`config.mk`:
```
export PLATFORM = sky130hd
export DESIGN_NAME = acr_config_bank
export DESIGN_NICKNAME = d
export VERILOG_FILES = /design/src/acr_pkg.sv /design/src/acr_reg_if.sv /design/src/acr_config_bank.sv /design/src/acr_spi_slave.sv
export SDC_FILE = /design/constraint.sdc
export NUM_CORES = 1
export LEC_CHECK = 0
export ABC_AREA = 1
export BUFFER_PORTS_ARGS = -buffer_cell sky130_fd_sc_hd__buf_2
export CAP_MARGIN = 20
export CELL_PAD_IN_SITES_DETAIL_PLACEMENT = 1
export CELL_PAD_IN_SITES_GLOBAL_PLACEMENT = 1
export CORE_MARGIN = 10
export CORE_UTILIZATION = 47
export DETAILED_ROUTE_END_ITERATION = 10
export PLACE_DENSITY = 0.77
export REMOVE_ABC_BUFFERS = 1
export SYNTH_ARGS = -nofsm -noshare
export SYNTH_HDL_FRONTEND = slang
export SYNTH_SLANG_ARGS = --single-unit
```
`constraint.sdc`:
```
create_clock -name ref_clk -period 2.15 [get_ports ref_clk]
set_input_delay 0.43 -clock ref_clk [delete_from_list [all_inputs] [get_ports ref_clk]]
set_output_delay 0.43 -clock ref_clk [all_outputs]
set_load 0.05 [all_outputs]
```
`src/acr_pkg.sv`:
```
// Purpose: Shared constants and types for the ADC serial configuration register bank
// Assumes: 13-bit register address, 8-bit registers, two converter channels
// Notes: Offsets, field positions and reset values live here only
package acr_pkg;

	localparam int ADDR_W = 13;
	localparam int BYTE_W = 8;
	localparam int INSTR_W = 16;
	localparam int INSTR_RW_BIT = 15;
	localparam int NUM_CH = 2;
	localparam int DIV_W = 3;

	// Register offsets
	localparam logic [ADDR_W-1:0] ADDR_PORT_CFG = 13'h0000;
	localparam logic [ADDR_W-1:0] ADDR_DEV_ID = 13'h0001;
	localparam logic [ADDR_W-1:0] ADDR_GRADE = 13'h0002;
	localparam logic [ADDR_W-1:0] ADDR_CHAN_SEL = 13'h0005;
	localparam logic [ADDR_W-1:0] ADDR_MODES = 13'h0008;
	localparam logic [ADDR_W-1:0] ADDR_CLOCK = 13'h0009;
	localparam logic [ADDR_W-1:0] ADDR_CLK_DIV = 13'h000B;
	localparam logic [ADDR_W-1:0] ADDR_XFER = 13'h00FF;

	// Reset values
	localparam logic [BYTE_W-1:0] RST_PORT_CFG = 8'h18;
	localparam logic [NUM_CH-1:0] RST_CHAN_SEL = 2'h3;
	localparam logic [BYTE_W-1:0] RST_MODES = 8'h80;
	localparam logic RST_DCS = 1'h0;
	localparam logic [DIV_W-1:0] RST_CLK_DIV = 3'h0;
	localparam logic [BYTE_W-1:0] RD_UNMAPPED = 8'h00;

	// Port configuration fields, mirrored across nibbles
	localparam int PCFG_LSB_HI = 6;
	localparam int PCFG_LSB_LO = 1;
	localparam int PCFG_SRST_HI = 5;
	localparam int PCFG_SRST_LO = 2;

	// Channel select, transfer, clock fields
	localparam int CHAN_A = 0;
	localparam int CHAN_B = 1;
	localparam int XFER_BIT = 0;
	localparam int DCS_BIT = 0;
	localparam int GRADE_LO = 4;

	// Operating mode register fields
	localparam int MODES_PIN_EN = 7;
	localparam int MODES_PINFN_HI = 6;
	localparam int MODES_PINFN_LO = 5;
	localparam int MODES_OP_HI = 1;
	localparam int MODES_OP_LO = 0;
	localparam logic [BYTE_W-1:0] MODES_MASK = 8'hE3;
	localparam logic [1:0] PINFN_STBY = 2'h1;

	typedef enum logic [1:0] {
		OP_RUN = 2'h0,
		OP_POWER_DOWN_PIN = 2'h1,
		OP_STBY = 2'h2,
		OP_DRST = 2'h3
	} acr_op_t;

	typedef enum logic [1:0] {
		SPI_INSTR = 2'h1,
		SPI_DATA = 2'h2
	} acr_spi_st_t;

endpackage

```
`src/acr_reg_if.sv`:
```
// Purpose: Register access carrier between serial front end and register bank
// Assumes: Single ref_clk domain on both sides
// Notes: Write strobe is a one-cycle pulse; read data is combinational from the bank
`timescale 1ns/10ps
`default_nettype none
interface acr_reg_if;
	import acr_pkg::*;
	logic wr_stb;
	logic [ADDR_W-1:0] wr_addr;
	logic [BYTE_W-1:0] wdata;
	logic [ADDR_W-1:0] rd_addr;
	logic [BYTE_W-1:0] rdata;
	logic lsb_first;

	modport spi_side (
		output wr_stb,
		output wr_addr,
		output wdata,
		output rd_addr,
		input rdata,
		input lsb_first
	);

	modport bank_side (
		input wr_stb,
		input wr_addr,
		input wdata,
		input rd_addr,
		output rdata,
		output lsb_first
	);
endinterface
`default_nettype wire

```
`src/acr_config_bank.sv`:
```
// Purpose: Configuration register bank of a dual-channel converter behind a three-wire serial port
// Assumes: Serial pins asynchronous to ref_clk; SCLK much slower than ref_clk
// Notes: Program registers are double-buffered; the transfer bit commits them together
`timescale 1ns/10ps
`default_nettype none
module acr_config_bank #(
	parameter logic [acr_pkg::BYTE_W-1:0] DEVICE_IDENTIFIER = 8'hA5,
	parameter logic [2:0] SPEED_GRADE = 3'h0
) (
	// Clock and reset
	input wire logic ref_clk,
	input wire logic nrst,
	// Serial port pins
	input wire logic sclk,
	input wire logic csb,
	input wire logic sdio_in,
	output logic sdio_out,
	output logic sdio_oe_n,
	// External power-down pin
	input wire logic power_down_pin,
	// Active per-channel operating state
	output logic [acr_pkg::NUM_CH-1:0][1:0] chan_op_mode,
	output logic [acr_pkg::NUM_CH-1:0] chan_power_down,
	output logic [acr_pkg::NUM_CH-1:0] chan_standby,
	output logic digital_reset,
	// Active clock settings
	output logic duty_cycle_stabilizer,
	output logic [acr_pkg::DIV_W-1:0] clk_div_ratio,
	output logic conv_clk_en
);
	import acr_pkg::*;

	typedef struct packed {
		logic lsb_first;
		logic soft_rst;
		logic [NUM_CH-1:0] chan_sel;
		logic [NUM_CH-1:0][BYTE_W-1:0] mst_modes;
		logic mst_dcs;
		logic [DIV_W-1:0] mst_div;
		logic xfer;
		logic [NUM_CH-1:0][BYTE_W-1:0] act_modes;
		logic act_dcs;
		logic [DIV_W-1:0] act_div;
		logic [1:0] pin_s;
		logic [DIV_W-1:0] div_cnt;
		logic conv_en;
		logic [NUM_CH-1:0] pd;
		logic [NUM_CH-1:0] sb;
		logic drst;
	} acr_bank_state_t;

	acr_bank_state_t q;
	acr_bank_state_t d;
	acr_reg_if rif ();
	logic pin_req;
	acr_op_t op;

	acr_spi_slave u_spi (
		.ref_clk(ref_clk),
		.nrst(nrst),
		.sclk(sclk),
		.csb(csb),
		.sdio_in(sdio_in),
		.sdio_out(sdio_out),
		.sdio_oe_n(sdio_oe_n),
		.rif(rif.spi_side)
	);

	// Channel whose local copy a read returns
	function automatic int read_chan(input logic [NUM_CH-1:0] sel);
		begin
			read_chan = (sel[CHAN_A] || !sel[CHAN_B]) ? CHAN_A : CHAN_B;
		end
	endfunction

	// Mirrored port configuration value
	function automatic logic [BYTE_W-1:0] port_cfg_value(input logic lsb, input logic srst);
		logic [BYTE_W-1:0] v;
		begin
			v = RST_PORT_CFG;
			v[PCFG_LSB_HI] = lsb;
			v[PCFG_LSB_LO] = lsb;
			v[PCFG_SRST_HI] = srst;
			v[PCFG_SRST_LO] = srst;
			port_cfg_value = v;
		end
	endfunction

	// Register readback; master copies are what the host wrote
	function automatic logic [BYTE_W-1:0] read_value(input acr_bank_state_t s,
		input logic [ADDR_W-1:0] a);
		logic [BYTE_W-1:0] v;
		begin
			v = RD_UNMAPPED;
			case (a)
				ADDR_PORT_CFG:
					v = port_cfg_value(s.lsb_first, s.soft_rst);
				ADDR_DEV_ID:
					v = DEVICE_IDENTIFIER;
				ADDR_GRADE:
					v[GRADE_LO+2:GRADE_LO] = SPEED_GRADE;
				ADDR_CHAN_SEL:
					v[NUM_CH-1:0] = s.chan_sel;
				ADDR_MODES:
					v = s.mst_modes[read_chan(s.chan_sel)];
				ADDR_CLOCK:
					v[DCS_BIT] = s.mst_dcs;
				ADDR_CLK_DIV:
					v[DIV_W-1:0] = s.mst_div;
				ADDR_XFER:
					v[XFER_BIT] = s.xfer;
				default:
					v = RD_UNMAPPED;
			endcase
			read_value = v;
		end
	endfunction

	assign rif.rdata = read_value(q, rif.rd_addr);
	assign rif.lsb_first = q.lsb_first;

	always_comb
	begin
		d = q;
		pin_req = 1'b0;
		op = OP_RUN;
		d.pin_s = {q.pin_s[0], power_down_pin};
		d.conv_en = 1'b0;

		// Converter clock enable every ratio plus one cycles
		if (q.div_cnt >= q.act_div)
		begin
			d.div_cnt = 3'h0;
			d.conv_en = 1'b1;
		end
		else
			d.div_cnt = q.div_cnt + 3'h1;

		// Commit pending settings in one cycle, then the bit drops
		if (q.xfer)
		begin
			d.act_modes = q.mst_modes;
			d.act_dcs = q.mst_dcs;
			d.act_div = q.mst_div;
			d.xfer = 1'b0;
		end

		// Soft reset also restores the active copies so operation matches readback
		if (q.soft_rst)
		begin
			d.lsb_first = 1'b0;
			d.soft_rst = 1'b0;
			d.chan_sel = RST_CHAN_SEL;
			d.mst_modes = {NUM_CH{RST_MODES}};
			d.act_modes = {NUM_CH{RST_MODES}};
			d.mst_dcs = RST_DCS;
			d.act_dcs = RST_DCS;
			d.mst_div = RST_CLK_DIV;
			d.act_div = RST_CLK_DIV;
			d.xfer = 1'b0;
		end

		if (rif.wr_stb)
		begin
			case (rif.wr_addr)
				ADDR_PORT_CFG:
				begin
					// Either mirrored copy counts, whatever the shift order was
					d.lsb_first = rif.wdata[PCFG_LSB_HI] | rif.wdata[PCFG_LSB_LO];
					d.soft_rst = rif.wdata[PCFG_SRST_HI] | rif.wdata[PCFG_SRST_LO];
				end
				ADDR_CHAN_SEL:
					d.chan_sel = rif.wdata[NUM_CH-1:0];
				ADDR_MODES:
					for (int c = 0; c < NUM_CH; c++)
					begin
						if (q.chan_sel[c])
							d.mst_modes[c] = rif.wdata & MODES_MASK;
					end
				ADDR_CLOCK:
					d.mst_dcs = rif.wdata[DCS_BIT];
				ADDR_CLK_DIV:
					d.mst_div = rif.wdata[DIV_W-1:0];
				ADDR_XFER:
					d.xfer = rif.wdata[XFER_BIT];
				default:
					d.xfer = d.xfer;
			endcase
		end

		// Decoded from the next active copy so power flags move in the same cycle as the mode outputs
		d.drst = 1'b0;
		for (int c = 0; c < NUM_CH; c++)
		begin
			op = acr_op_t'(d.act_modes[c][MODES_OP_HI:MODES_OP_LO]);
			pin_req = q.pin_s[1] & d.act_modes[c][MODES_PIN_EN];
			d.pd[c] = (op == OP_POWER_DOWN_PIN) ||
				(pin_req && d.act_modes[c][MODES_PINFN_HI:MODES_PINFN_LO] != PINFN_STBY);
			d.sb[c] = (op == OP_STBY) ||
				(pin_req && d.act_modes[c][MODES_PINFN_HI:MODES_PINFN_LO] == PINFN_STBY);
			if (op == OP_DRST)
				d.drst = 1'b1;
		end
	end

	always_ff @(posedge ref_clk or negedge nrst)
	begin
		if (!nrst)
		begin
			q <= '0;
			q.chan_sel <= RST_CHAN_SEL;
			q.mst_modes <= {NUM_CH{RST_MODES}};
			q.act_modes <= {NUM_CH{RST_MODES}};
			q.mst_dcs <= RST_DCS;
			q.act_dcs <= RST_DCS;
			q.mst_div <= RST_CLK_DIV;
			q.act_div <= RST_CLK_DIV;
		end
		else
			q <= d;
	end

	// Outputs straight from state flops
	always_comb
	begin
		for (int c = 0; c < NUM_CH; c++)
			chan_op_mode[c] = q.act_modes[c][MODES_OP_HI:MODES_OP_LO];
	end
	assign chan_power_down = q.pd;
	assign chan_standby = q.sb;
	assign digital_reset = q.drst;
	assign duty_cycle_stabilizer = q.act_dcs;
	assign clk_div_ratio = q.act_div;
	assign conv_clk_en = q.conv_en;
endmodule
`default_nettype wire

```
`src/acr_spi_slave.sv`:
```
// Purpose: Oversampled three-wire serial slave; 16-bit instruction then data bytes
// Assumes: SCLK well below a quarter of ref_clk; pins asynchronous to ref_clk
// Notes: Address steps down in MSB-first mode, up in LSB-first mode
`timescale 1ns/10ps
`default_nettype none
module acr_spi_slave (
	// Clock and reset
	input wire logic ref_clk,
	input wire logic nrst,
	// Serial pins
	input wire logic sclk,
	input wire logic csb,
	input wire logic sdio_in,
	output logic sdio_out,
	output logic sdio_oe_n,
	// Register access
	acr_reg_if.spi_side rif
);
	import acr_pkg::*;

	typedef struct packed {
		logic [1:0] sclk_s;
		logic [1:0] csb_s;
		logic [1:0] sdi_s;
		logic sclk_prev;
		acr_spi_st_t st;
		logic [4:0] cnt;
		logic [INSTR_W-1:0] sh;
		logic is_read;
		logic [ADDR_W-1:0] addr;
		logic load;
		logic [BYTE_W-1:0] obuf;
		logic sdo;
		logic oe_n;
		logic wr;
		logic [ADDR_W-1:0] wr_addr;
		logic [BYTE_W-1:0] wdata;
	} acr_spi_state_t;

	acr_spi_state_t q;
	acr_spi_state_t d;
	logic rise;
	logic fall;
	logic [INSTR_W-1:0] sh_n;
	logic [BYTE_W-1:0] byte_n;
	logic [ADDR_W-1:0] addr_step;

	always_comb
	begin
		d = q;
		d.sclk_s = {q.sclk_s[0], sclk};
		d.csb_s = {q.csb_s[0], csb};
		d.sdi_s = {q.sdi_s[0], sdio_in};
		d.sclk_prev = q.sclk_s[1];
		rise = q.sclk_s[1] & ~q.sclk_prev;
		fall = ~q.sclk_s[1] & q.sclk_prev;
		// LSB-first shifts in at the top so the word ends up in the same place
		sh_n = rif.lsb_first ? {q.sdi_s[1], q.sh[INSTR_W-1:1]} : {q.sh[INSTR_W-2:0], q.sdi_s[1]};
		byte_n = rif.lsb_first ? sh_n[INSTR_W-1:BYTE_W] : sh_n[BYTE_W-1:0];
		addr_step = rif.lsb_first ? q.addr + 13'h0001 : q.addr - 13'h0001;
		d.wr = 1'b0;
		d.load = 1'b0;
		if (q.csb_s[1])
		begin
			d.st = SPI_INSTR;
			d.cnt = 5'h00;
			d.oe_n = 1'b1;
		end
		else
		begin
			if (q.load)
				d.obuf = rif.rdata;
			if (rise)
			begin
				d.sh = sh_n;
				d.cnt = q.cnt + 5'h01;
				case (q.st)
					SPI_INSTR:
						if (q.cnt == 5'(INSTR_W - 1))
						begin
							d.st = SPI_DATA;
							d.cnt = 5'h00;
							d.is_read = sh_n[INSTR_RW_BIT];
							d.addr = sh_n[ADDR_W-1:0];
							d.load = sh_n[INSTR_RW_BIT];
						end
					SPI_DATA:
						if (q.cnt == 5'(BYTE_W - 1))
						begin
							d.cnt = 5'h00;
							d.addr = addr_step;
							if (q.is_read)
								d.load = 1'b1;
							else
							begin
								d.wr = 1'b1;
								d.wr_addr = q.addr;
								d.wdata = byte_n;
							end
						end
					default:
						d.st = SPI_INSTR;
				endcase
			end
			// Drive readback on the falling edge so the host samples it on the rising one
			if (fall && q.st == SPI_DATA && q.is_read)
			begin
				d.oe_n = 1'b0;
				d.sdo = rif.lsb_first ? q.obuf[q.cnt[2:0]] : q.obuf[3'h7 - q.cnt[2:0]];
			end
		end
	end

	always_ff @(posedge ref_clk or negedge nrst)
	begin
		if (!nrst)
		begin
			q <= '0;
			q.csb_s <= 2'h3;
			q.oe_n <= 1'b1;
			q.st <= SPI_INSTR;
		end
		else
			q <= d;
	end

	assign sdio_out = q.sdo;
	assign sdio_oe_n = q.oe_n;
	assign rif.wr_stb = q.wr;
	assign rif.wr_addr = q.wr_addr;
	assign rif.wdata = q.wdata;
	assign rif.rd_addr = q.addr;
endmodule
`default_nettype wire

```
==> results of run 1 <==
[layer usage]
| layer | GRT usage | up-vias | routed length (µm) |
|---|---|---|---|
| met4 | 0.08852 | 0 | 471 |
| li1 | - | 2638 | - |
| met2 | 0.3766 | 91 | 9995 |
| met3 | 0.04599 | 33 | 536 |
| met1 | 0.2519 | 2783 | 7909 |
| met5 | 0 | - | 0 |
[worst reg2reg max path, cell delays in order (launching register included)]
cell and delay [ns]:
dfrtp_2 0.44, ha_2 0.22, nand2_1 0.09, nor2_2 0.14, ha_1 0.20, inv_1 0.05
nand2_1 0.13, nand3_1 0.14, buf_6 0.19, clkinv_2 0.11, nand2_1 0.07, nand2_1 0.07
nand2_1 0.06
[cell families after synthesis]
kind of cell	count (synthesis)
XOR/XNOR	4
AO/OA/AOI/OAI	156
buffers and inverters	142
adder cells (fa/ha/maj)	12
flip-flops	125
AND/OR/NAND/NOR	367
[report_power, final]
part / internal (mW) / switching, mW / leakage [nW]
combinational: 0.0891 / 0.225 / 1.63
sequential: 2.41 / 0.0416 / 1.68
clock: 2.10 / 1.10 / 0.312
[cell type report]
class | instances | share of cell area
repair buffers | 38 | 0.03840
well taps | 176 | 0.03031
clock buffers | 20 | 0.06148
inverters | 107 | 0.05545
flip-flops and latches | 125 | 0.4324
clock inverters | 12 | 0.02876
multi-input cells | 539 | 0.3532
[synth_stat cells (all sizes together)]
library cell | count | area (µm²)
o22ai | 13 | 81.33
nor2 | 89 | 344.1
a21oi | 32 | 163.9
nand2 | 212 | 795.8
nor3 | 4 | 31.28
nand4 | 14 | 102.6
dfstp | 10 | 262.8
ha | 12 | 150.1
o221ai | 1 | 8.760
a21boi | 5 | 37.54
a31oi | 3 | 18.77
inv | 105 | 394.1
o21ai | 90 | 450.4
nor4 | 2 | 12.51
o211ai | 2 | 15.01
buf | 28 | 168.9
a22o | 1 | 8.760
a311o | 1 | 10.01
xor2 | 3 | 26.28
a21o | 1 | 7.510
o22a | 1 | 8.760
clkinv | 2 | 8.750
o2111ai | 1 | 8.760
xnor2 | 1 | 8.760
clkbuf | 7 | 26.28
a22oi | 5 | 37.54
dfrtp | 115 | 2878
nand3 | 44 | 220.2
or2 | 2 | 12.52
[worst max-delay path by stage]
stage / start / end / slack [ns] / cells after the start
2_1_floorplan: u_spi.q[70]$_DFF_PN0_ / u_spi.rif.wdata[0]$_DFFE_PN0P_ / 0.08 / 8
3_3_place_gp: u_spi.q[64]$_DFFE_PN0P_ / u_spi.rif.rd_addr[5]$_DFFE_PN0P_ / 0.22 / 11
3_5_place_dp: u_spi.q[64]$_DFFE_PN0P_ / u_spi.rif.rd_addr[7]$_DFFE_PN0P_ / 0.10 / 12
4_1_cts: u_spi.q[64]$_DFFE_PN0P_ / u_spi.rif.rd_addr[7]$_DFFE_PN0P_ / 0.06 / 12
5_1_grt: u_spi.q[64]$_DFFE_PN0P_ / u_spi.rif.rd_addr[7]$_DFFE_PN0P_ / 0.02 / 10
6_report: u_spi.q[64]$_DFFE_PN0P_ / u_spi.rif.rd_addr[7]$_DFFE_PN0P_ / 0.14 / 12
[flip-flops by register name, indices dropped and copies added (netlist names)]
signal and cells:
duty_cycle_stabilizer 1, u_spi.sdio_oe_n 1, clk_div_ratio 3, u_spi.rif.wr_stb 1, u_spi.rif.wr_addr 13, chan_power_down 2
u_spi.rif.wdata 6, d 1, chan_op_mode 4, u_spi.q 36, digital_reset 1, u_spi.sdio_out 1
rif.lsb_first 1, chan_standby 2, u_spi.d 4, conv_clk_en 1, q 34, u_spi.rif.rd_addr 13
[timing repair]
item,CTS,global route
setup endpoints to repair,1,9
hold buffers,1,0
gates resized for setup,1,3
endpoints found under the hold margin,30,0
==> PnR_summary.wiki, run 1 <==
{| class="wikitable"
! Metric !! Value
|-
| Outcome || finished, final reports clean
|-
| Data required time of the critical path || 2.47 ns
|-
| H-tree depth reported by CTS || 4
|-
| Post-route worst setup slack || 0.1376 ns
|-
| List of cells traversed by the critical path || ha_2 > nand2_1 > nor2_2 > ha_1 > inv_1 > nand2_1 > nand3_1 > buf_6 > clkinv_2 > nand2_1 > nand2_1 > nand2_1
|-
| Yosys reg bits || 125
|-
| Critical path's slowest cell || dfrtp_2
|-
| Residual DRC || 0
|-
| Yosys warnings || 0
|-
| Full die area || roughly 0.018 mm²
|-
| Worst min-delay path class || input pin to flop
|-
| Post-synthesis cell type count || 42
|-
| Number of buffers created by CTS || 17
|-
| Mapped cell area || 0.006300 mm²
|-
| Clock Tree Root || clkbuf_16
|-
| Hold depth || 1
|-
| Net count reported at finish || ~850
|-
| Final HPWL DP || 13.38 mm
|-
| Initial DRC count || 294
|-
| Via count of the first global-routing pass || 6036
|-
| Placeable core region || 0.01319 mm²
|-
| Global router's overall resource usage || 0.2162
|-
| Growth of design area from synthesis to finish || 15.33%
|-
| Simple-gate area share of the yosys netlist || 0.2411
|-
| Sequential cell area fraction in the yosys report || 0.4985
|-
| First drt pass iteration count || 4
|-
| Non-Filler Instances || roughly 1000
|-
| Dominant combinational cell family by area after synthesis || simple AND/OR/NAND/NOR gates
|-
| Cell seen most often among critical-path stages || nand2_1
|-
| Setup fix buffers added after clock tree synthesis || 0
|-
| Mux share of post-synthesis cell area || 0
|-
| Final count of negative-setup-slack endpoints || 0
|-
| Max Slew Vio Count || 0
|-
| Max clock buf depth || 2
|-
| Worst setup timing slack at the placement stage || between 0.1 and 0.15 ns
|-
| Global placement routability congestion || 0.8346
|-
| Category of the most critical setup path || flop to flop
|-
| Area after detailed placement || around 0.0066 mm²
|-
| Most frequent standard cell in the layout excluding fill and tap cells || nand2_1
|-
| Endpoint, Worst Hold || u_spi.d[74]$_DFF_PN1_
|-
| Highest-count cells in the layout ignoring fill and taps || nand2_1, dfrtp_1, inv_1
|-
| Worst-case headroom to the max-slew limit || 0.6742
|-
| Cell family with the largest share of critical-path delay || simple AND/OR/NAND/NOR gates
|-
| Maximum number of pins on one net before global-route repair || 43
|-
| Area fraction in compound gates after synthesis || 0.1360
|-
| Std-Cell Rows || 42
|-
| Setup repair after global routing missed its margin || false
|-
| Proportion of layout cells with a drive suffix above 1 || 0.1118
|-
| Routed via count divided by cell count || 5.452
|-
| Syn Area/Cell || 7.816 µm²
|-
| Startpoint of the lowest-slack hold path || csb
|-
| Buffers plus inverters on the worst setup path || 3
|-
| # Max-Cap Violations || 0
|-
| Starting density of the core || 0.4776
|-
| Synthesized netlist cell count || 806
|-
| Fraction of synthesized cell area in xor and xnor cells || 0.005561
|-
| Multi-input gate area || about 0.0026 mm²
|-
| Kind of end point of the critical path || flop
|-
| Remaining antenna violation count || 0
|-
| Height of the chip || approximately 140 µm
|-
| Slew at the pin with the worst max-slew slack || between 0.4 and 0.5 ns
|-
| Reg-to-reg slack, setup || about 0.14 ns
|-
| Clock sink total || 125
|-
| Number of vias in the routed layout || 5545
|-
| Highest achievable clock rate || 496.9 MHz
|-
| Setup clock skew after layout || approximately 0.012 ns
|-
| Flip-flop and latch area || 0.003142 mm²
|-
| Critical Path Max Stage Delay || ~0.44 ns
|-
| Worst slack on hold paths || 0.09938 ns
|-
| Wire length of the first global-routing pass || 31.37 mm
|-
| Number of buffers inserted by port buffering || 21
|-
| CTS tree || yes
|-
| Power per cell area || 821.0 mW/mm²
|-
| Die Span X || around 140 µm
|-
| Crit path arrival time || 2.33 ns
|-
| Start of the worst register-to-register path || u_spi.q[64]$_DFFE_PN0P_
|-
| Grt total ovfl || 0
|-
| Fin util || 0.5508
|-
| Largest fanout on the critical path || 20
|-
| Post-synthesis adder-cell area fraction || 0.02383
|-
| Total power || 5.965 mW
|-
| FF-to-FF path depth || 12
|-
| Post-route setup TNS || 0 ns
|-
| FF-to-FF End || u_spi.rif.rd_addr[7]$_DFFE_PN0P_
|-
| Cell count after placement || 984
|-
| Average routed wire per standard cell || 18.60 µm
|-
| Routed WL || 18.91 mm
|-
| Final critical path time including I/O delays and setup || around 2.0 ns
|-
| Layout Cell Area excl Fill || 0.007266 mm²
|-
| Clock latency on the worst-skew pair || 0.43 ns
|-
| Clock slew at the register clock pins of the worst setup and hold paths || 0.06 ns
|-
| Antenna violations before repair || 0
|-
| CP startpoint kind || flop
|-
| Period utilisation layout || 0.9360
|-
| Static leakage || 3.621 nW
|-
| Antenna diode count || 0
|-
| Fill cell count || 1619
|-
| VDD IR-drop max || about 0.64 mV
|-
| Number of hold-slack violations in the final timing report || 0
|-
| Number of primary I/O pins || 22
|}
(Power assumes the default switching activity.)
==> run 2: changes to the inputs <==
Settings changed: MAX_ROUTING_LAYER from default to met4.
==> run 2 against run 1 <==
Compared with the run above: via count unchanged; clock skew is 0.0040 ns lower; register-to-register slack improved by 0.05 ns; sequential cell count unchanged; wire length down 1.5%; critical path type unchanged; critical endpoint is now u_spi.rif.rd_addr[5]$_DFFE_PN0P_; largest cell class unchanged; highest routed layer unchanged.
==> PnR_summary.wiki, run 2 (same netlist as run 1, synthesis figures left out) <==
{| class="wikitable"
! Metric !! Value
|-
| Remaining antenna violation count || 0 (unchanged)
|-
| Fill cell count || 1641 (+1.4%)
|-
| Post-route setup TNS || 0 ns (unchanged)
|-
| Antenna diode count || 0 (unchanged)
|-
| Full die area || 0.01843 mm² (unchanged)
|-
| Worst min-delay path class || input pin to flop
|-
| Worst-case headroom to the max-slew limit || 0.6744 (about the same)
|-
| Final critical path time including I/O delays and setup || 1.965 ns (-0.04730 ns)
|-
| Wire length of the first global-routing pass || 30.68 mm (-2.2%)
|-
| Crit path arrival time || 2.26 ns (-0.07 ns)
|-
| Clock Tree Root || clkbuf_16
|-
| Routed via count divided by cell count || 5.442 (-0.20%)
|-
| Area after detailed placement || 0.006590 mm² (unchanged)
|-
| Final HPWL DP || 13.51 mm (+0.97%)
|-
| Height of the chip || 135.8 µm (unchanged)
|-
| Global placement routability congestion || 0.8499 (+1.8%)
|-
| Highest achievable clock rate || 508.9 MHz (+2.4%)
|-
| Net count reported at finish || 848 (+0.24%)
|-
| Worst slack on hold paths || 0.1036 ns (+0.004249 ns)
|-
| Clock sink total || 125 (unchanged)
|-
| Proportion of layout cells with a drive suffix above 1 || 0.1139 (+0.002107)
|-
| Max Slew Vio Count || 0 (unchanged)
|-
| List of cells traversed by the critical path || ha_1 > nand2_1 > nor2_1 > ha_1 > inv_1 > nand2_1 > nand3_2 > buf_8 > clkinv_2 > nand2_1 > o21ai_0
|-
| Average routed wire per standard cell || 18.29 µm (-1.6%)
|-
| Grt total ovfl || 0 (unchanged)
|-
| Largest register by flop count || u_spi.q
|-
| Top layer in use || met4
|-
| Critical path's slowest cell || dfrtp_2
|-
| Sum of routed wire segments on met1 || 7.987 mm (+0.99%)
|-
| Period utilisation layout || 0.9140 (-0.02200)
|-
| Die Span X || 135.8 µm (unchanged)
|-
| First drt pass iteration count || 5 (+1)
|-
| Amount of wire on met3 after detailed routing || 678 µm (+26%)
|-
| Static leakage || 3.628 nW (+0.18%)
|-
| Layout Cell Area excl Fill || 0.007258 mm² (-0.10%)
|-
| Starting density of the core || 0.4776 (unchanged)
|-
| Number of hold-slack violations in the final timing report || 0 (unchanged)
|-
| Placeable core region || 0.01319 mm² (unchanged)
|-
| CP startpoint kind || flop
|-
| Largest fanout on the critical path || 10 (-50%)
|-
| Growth of design area from synthesis to finish || 15.21%
|-
| CTS tree || yes
|-
| Routed WL || 18.64 mm (-1.5%)
|-
| Residual DRC || 0 (unchanged)
|-
| # Max-Cap Violations || 0 (unchanged)
|-
| H-tree depth reported by CTS || 4 (unchanged)
|-
| Data required time of the critical path || 2.44 ns (-0.03 ns)
|-
| Most frequent standard cell in the layout excluding fill and tap cells || nand2_1
|-
| Antenna violations before repair || 0 (unchanged)
|-
| Setup clock skew after layout || 0.008110 ns (-0.004012 ns)
|-
| Clock slew at the register clock pins of the worst setup and hold paths || 0.06 ns (about the same)
|-
| Outcome || finished, final reports clean
|-
| Via count of the first global-routing pass || 5939 (-1.6%)
|-
| Highest-count cells in the layout ignoring fill and taps || nand2_1, dfrtp_1, inv_1
|-
| Final count of negative-setup-slack endpoints || 0 (unchanged)
|-
| Number of buffers created by CTS || 17 (unchanged)
|-
| Total power || 5.741 mW (-3.8%)
|-
| Initial DRC count || 334 (+14%)
|-
| Cell seen most often among critical-path stages || nand2_1
|-
| Kind of end point of the critical path || flop
|-
| Number of primary I/O pins || 22 (unchanged)
|-
| Maximum number of pins on one net before global-route repair || 42 (-2.3%)
|-
| Std-Cell Rows || 42 (unchanged)
|-
| Largest regs || u_spi.q x36, q x34
|-
| Slew at the pin with the worst max-slew slack || 0.4872 ns (+0.003568 ns)
|-
| VDD IR-drop max || 0.5389 mV (-15%)
|-
| Critical Path Max Stage Delay || 0.42 ns (-0.02 ns)
|-
| Category of the most critical setup path || flop to flop
|-
| Fin util || 0.5503 (-0.0005690)
|-
| Met2 wirelength from detailed routing || 9.548 mm (-4.5%)
|-
| Number of flip-flops under the largest register name || 36 (unchanged)
|-
| Clock latency on the worst-skew pair || 0.42 ns (about the same)
|-
| Max clock buf depth || 2 (unchanged)
|-
| Global router's overall resource usage || 0.2174 (+0.001268)
|-
| Power per cell area || 790.9 mW/mm² (-3.7%)
|-
| Setup repair after global routing missed its margin || false
|-
| Number of buffers inserted by port buffering || 21 (unchanged)
|-
| Number of vias in the routed layout || 5545 (unchanged)
|}
## run 2: changes by cell type in the layout (fill, tap and decap cells not counted), moves of 2 or more
cell / previous run / this run
inv_6: 3 / 0
clkinv_2: 1 / 4
bufinv_16: 5 / 3
clkbuf_8: 1 / 3
## run 2: critical path: cells and delay by family, from the launching register on
family | cells | cell delay, ns
AND/OR/NAND/NOR | 5 | 0.55
adder cells (fa/ha/maj) | 2 | 0.43
flip-flops | 1 | 0.42
buffers and inverters | 3 | 0.34
AO/OA/AOI/OAI | 1 | 0.10
## run 2: final timing paths
kind                                         start                               end  slack [ns]  cells past startpoint
setup / recovery           u_spi.q[64]$_DFFE_PN0P_  u_spi.rif.rd_addr[5]$_DFFE_PN0P_        0.18                     11
hold reg to reg              u_spi.d[72]$_DFF_PN0_             u_spi.q[72]$_DFF_PN0_        0.35                      0
max in group asynchronous                     nrst                   q[30]$_DFF_PN1_        1.02                      3
min in group asynchronous                     nrst                   q[10]$_DFF_PN0_        0.47                      2
hold / removal                                 csb             u_spi.d[74]$_DFF_PN1_        0.10                      1
setup reg to reg           u_spi.q[64]$_DFFE_PN0P_  u_spi.rif.rd_addr[5]$_DFFE_PN0P_        0.18                     11
## run 2: cell type report
cell class                 instances  area [µm²]  share of cell area
timing repair buffer              40       315.3             0.04344
sequential                       125        3142              0.4329
inverter                         107       402.9             0.05551
tap                              176       220.2             0.03034
clock buffer                      22       474.2             0.06533
clock inverter                    10       137.6             0.01896
multi-input combinational        539        2566              0.3536
## run 2: metal layers
| metal | global-route usage | vias to the layer above |
|---|---|---|
| li1 | - | 2636 |
| met1 | 0.2498 | 2778 |
| met2 | 0.3615 | 95 |
| met3 | 0.05156 | 36 |
| met4 | 0.08134 | 0 |
| met5 | - | - |
## run 2: repair_timing
item,in CTS,in global routing
hold buffers,1,0
resized for setup,0,5
hold endpoints to repair,19,0
endpoints found under the setup margin,0,11
buffers inserted,0,1
## run 2: stage by stage
step / cells / worst slack, ns
6_report: 1019 / 0.1849
4_1_cts: 1017 / 0.01065
3_3_place_gp: 984 / 0.2216
5_1_grt: 1019 / 0.05745
3_5_place_dp: 984 / 0.09481
2_1_floorplan: 771 / 0.08364
## run 2: power by group
part           switching (mW)  internal (mW)
Clock                    1.06           1.91
Sequential             0.0424           2.41
Combinational           0.227         0.0898
Total                    1.33           4.41
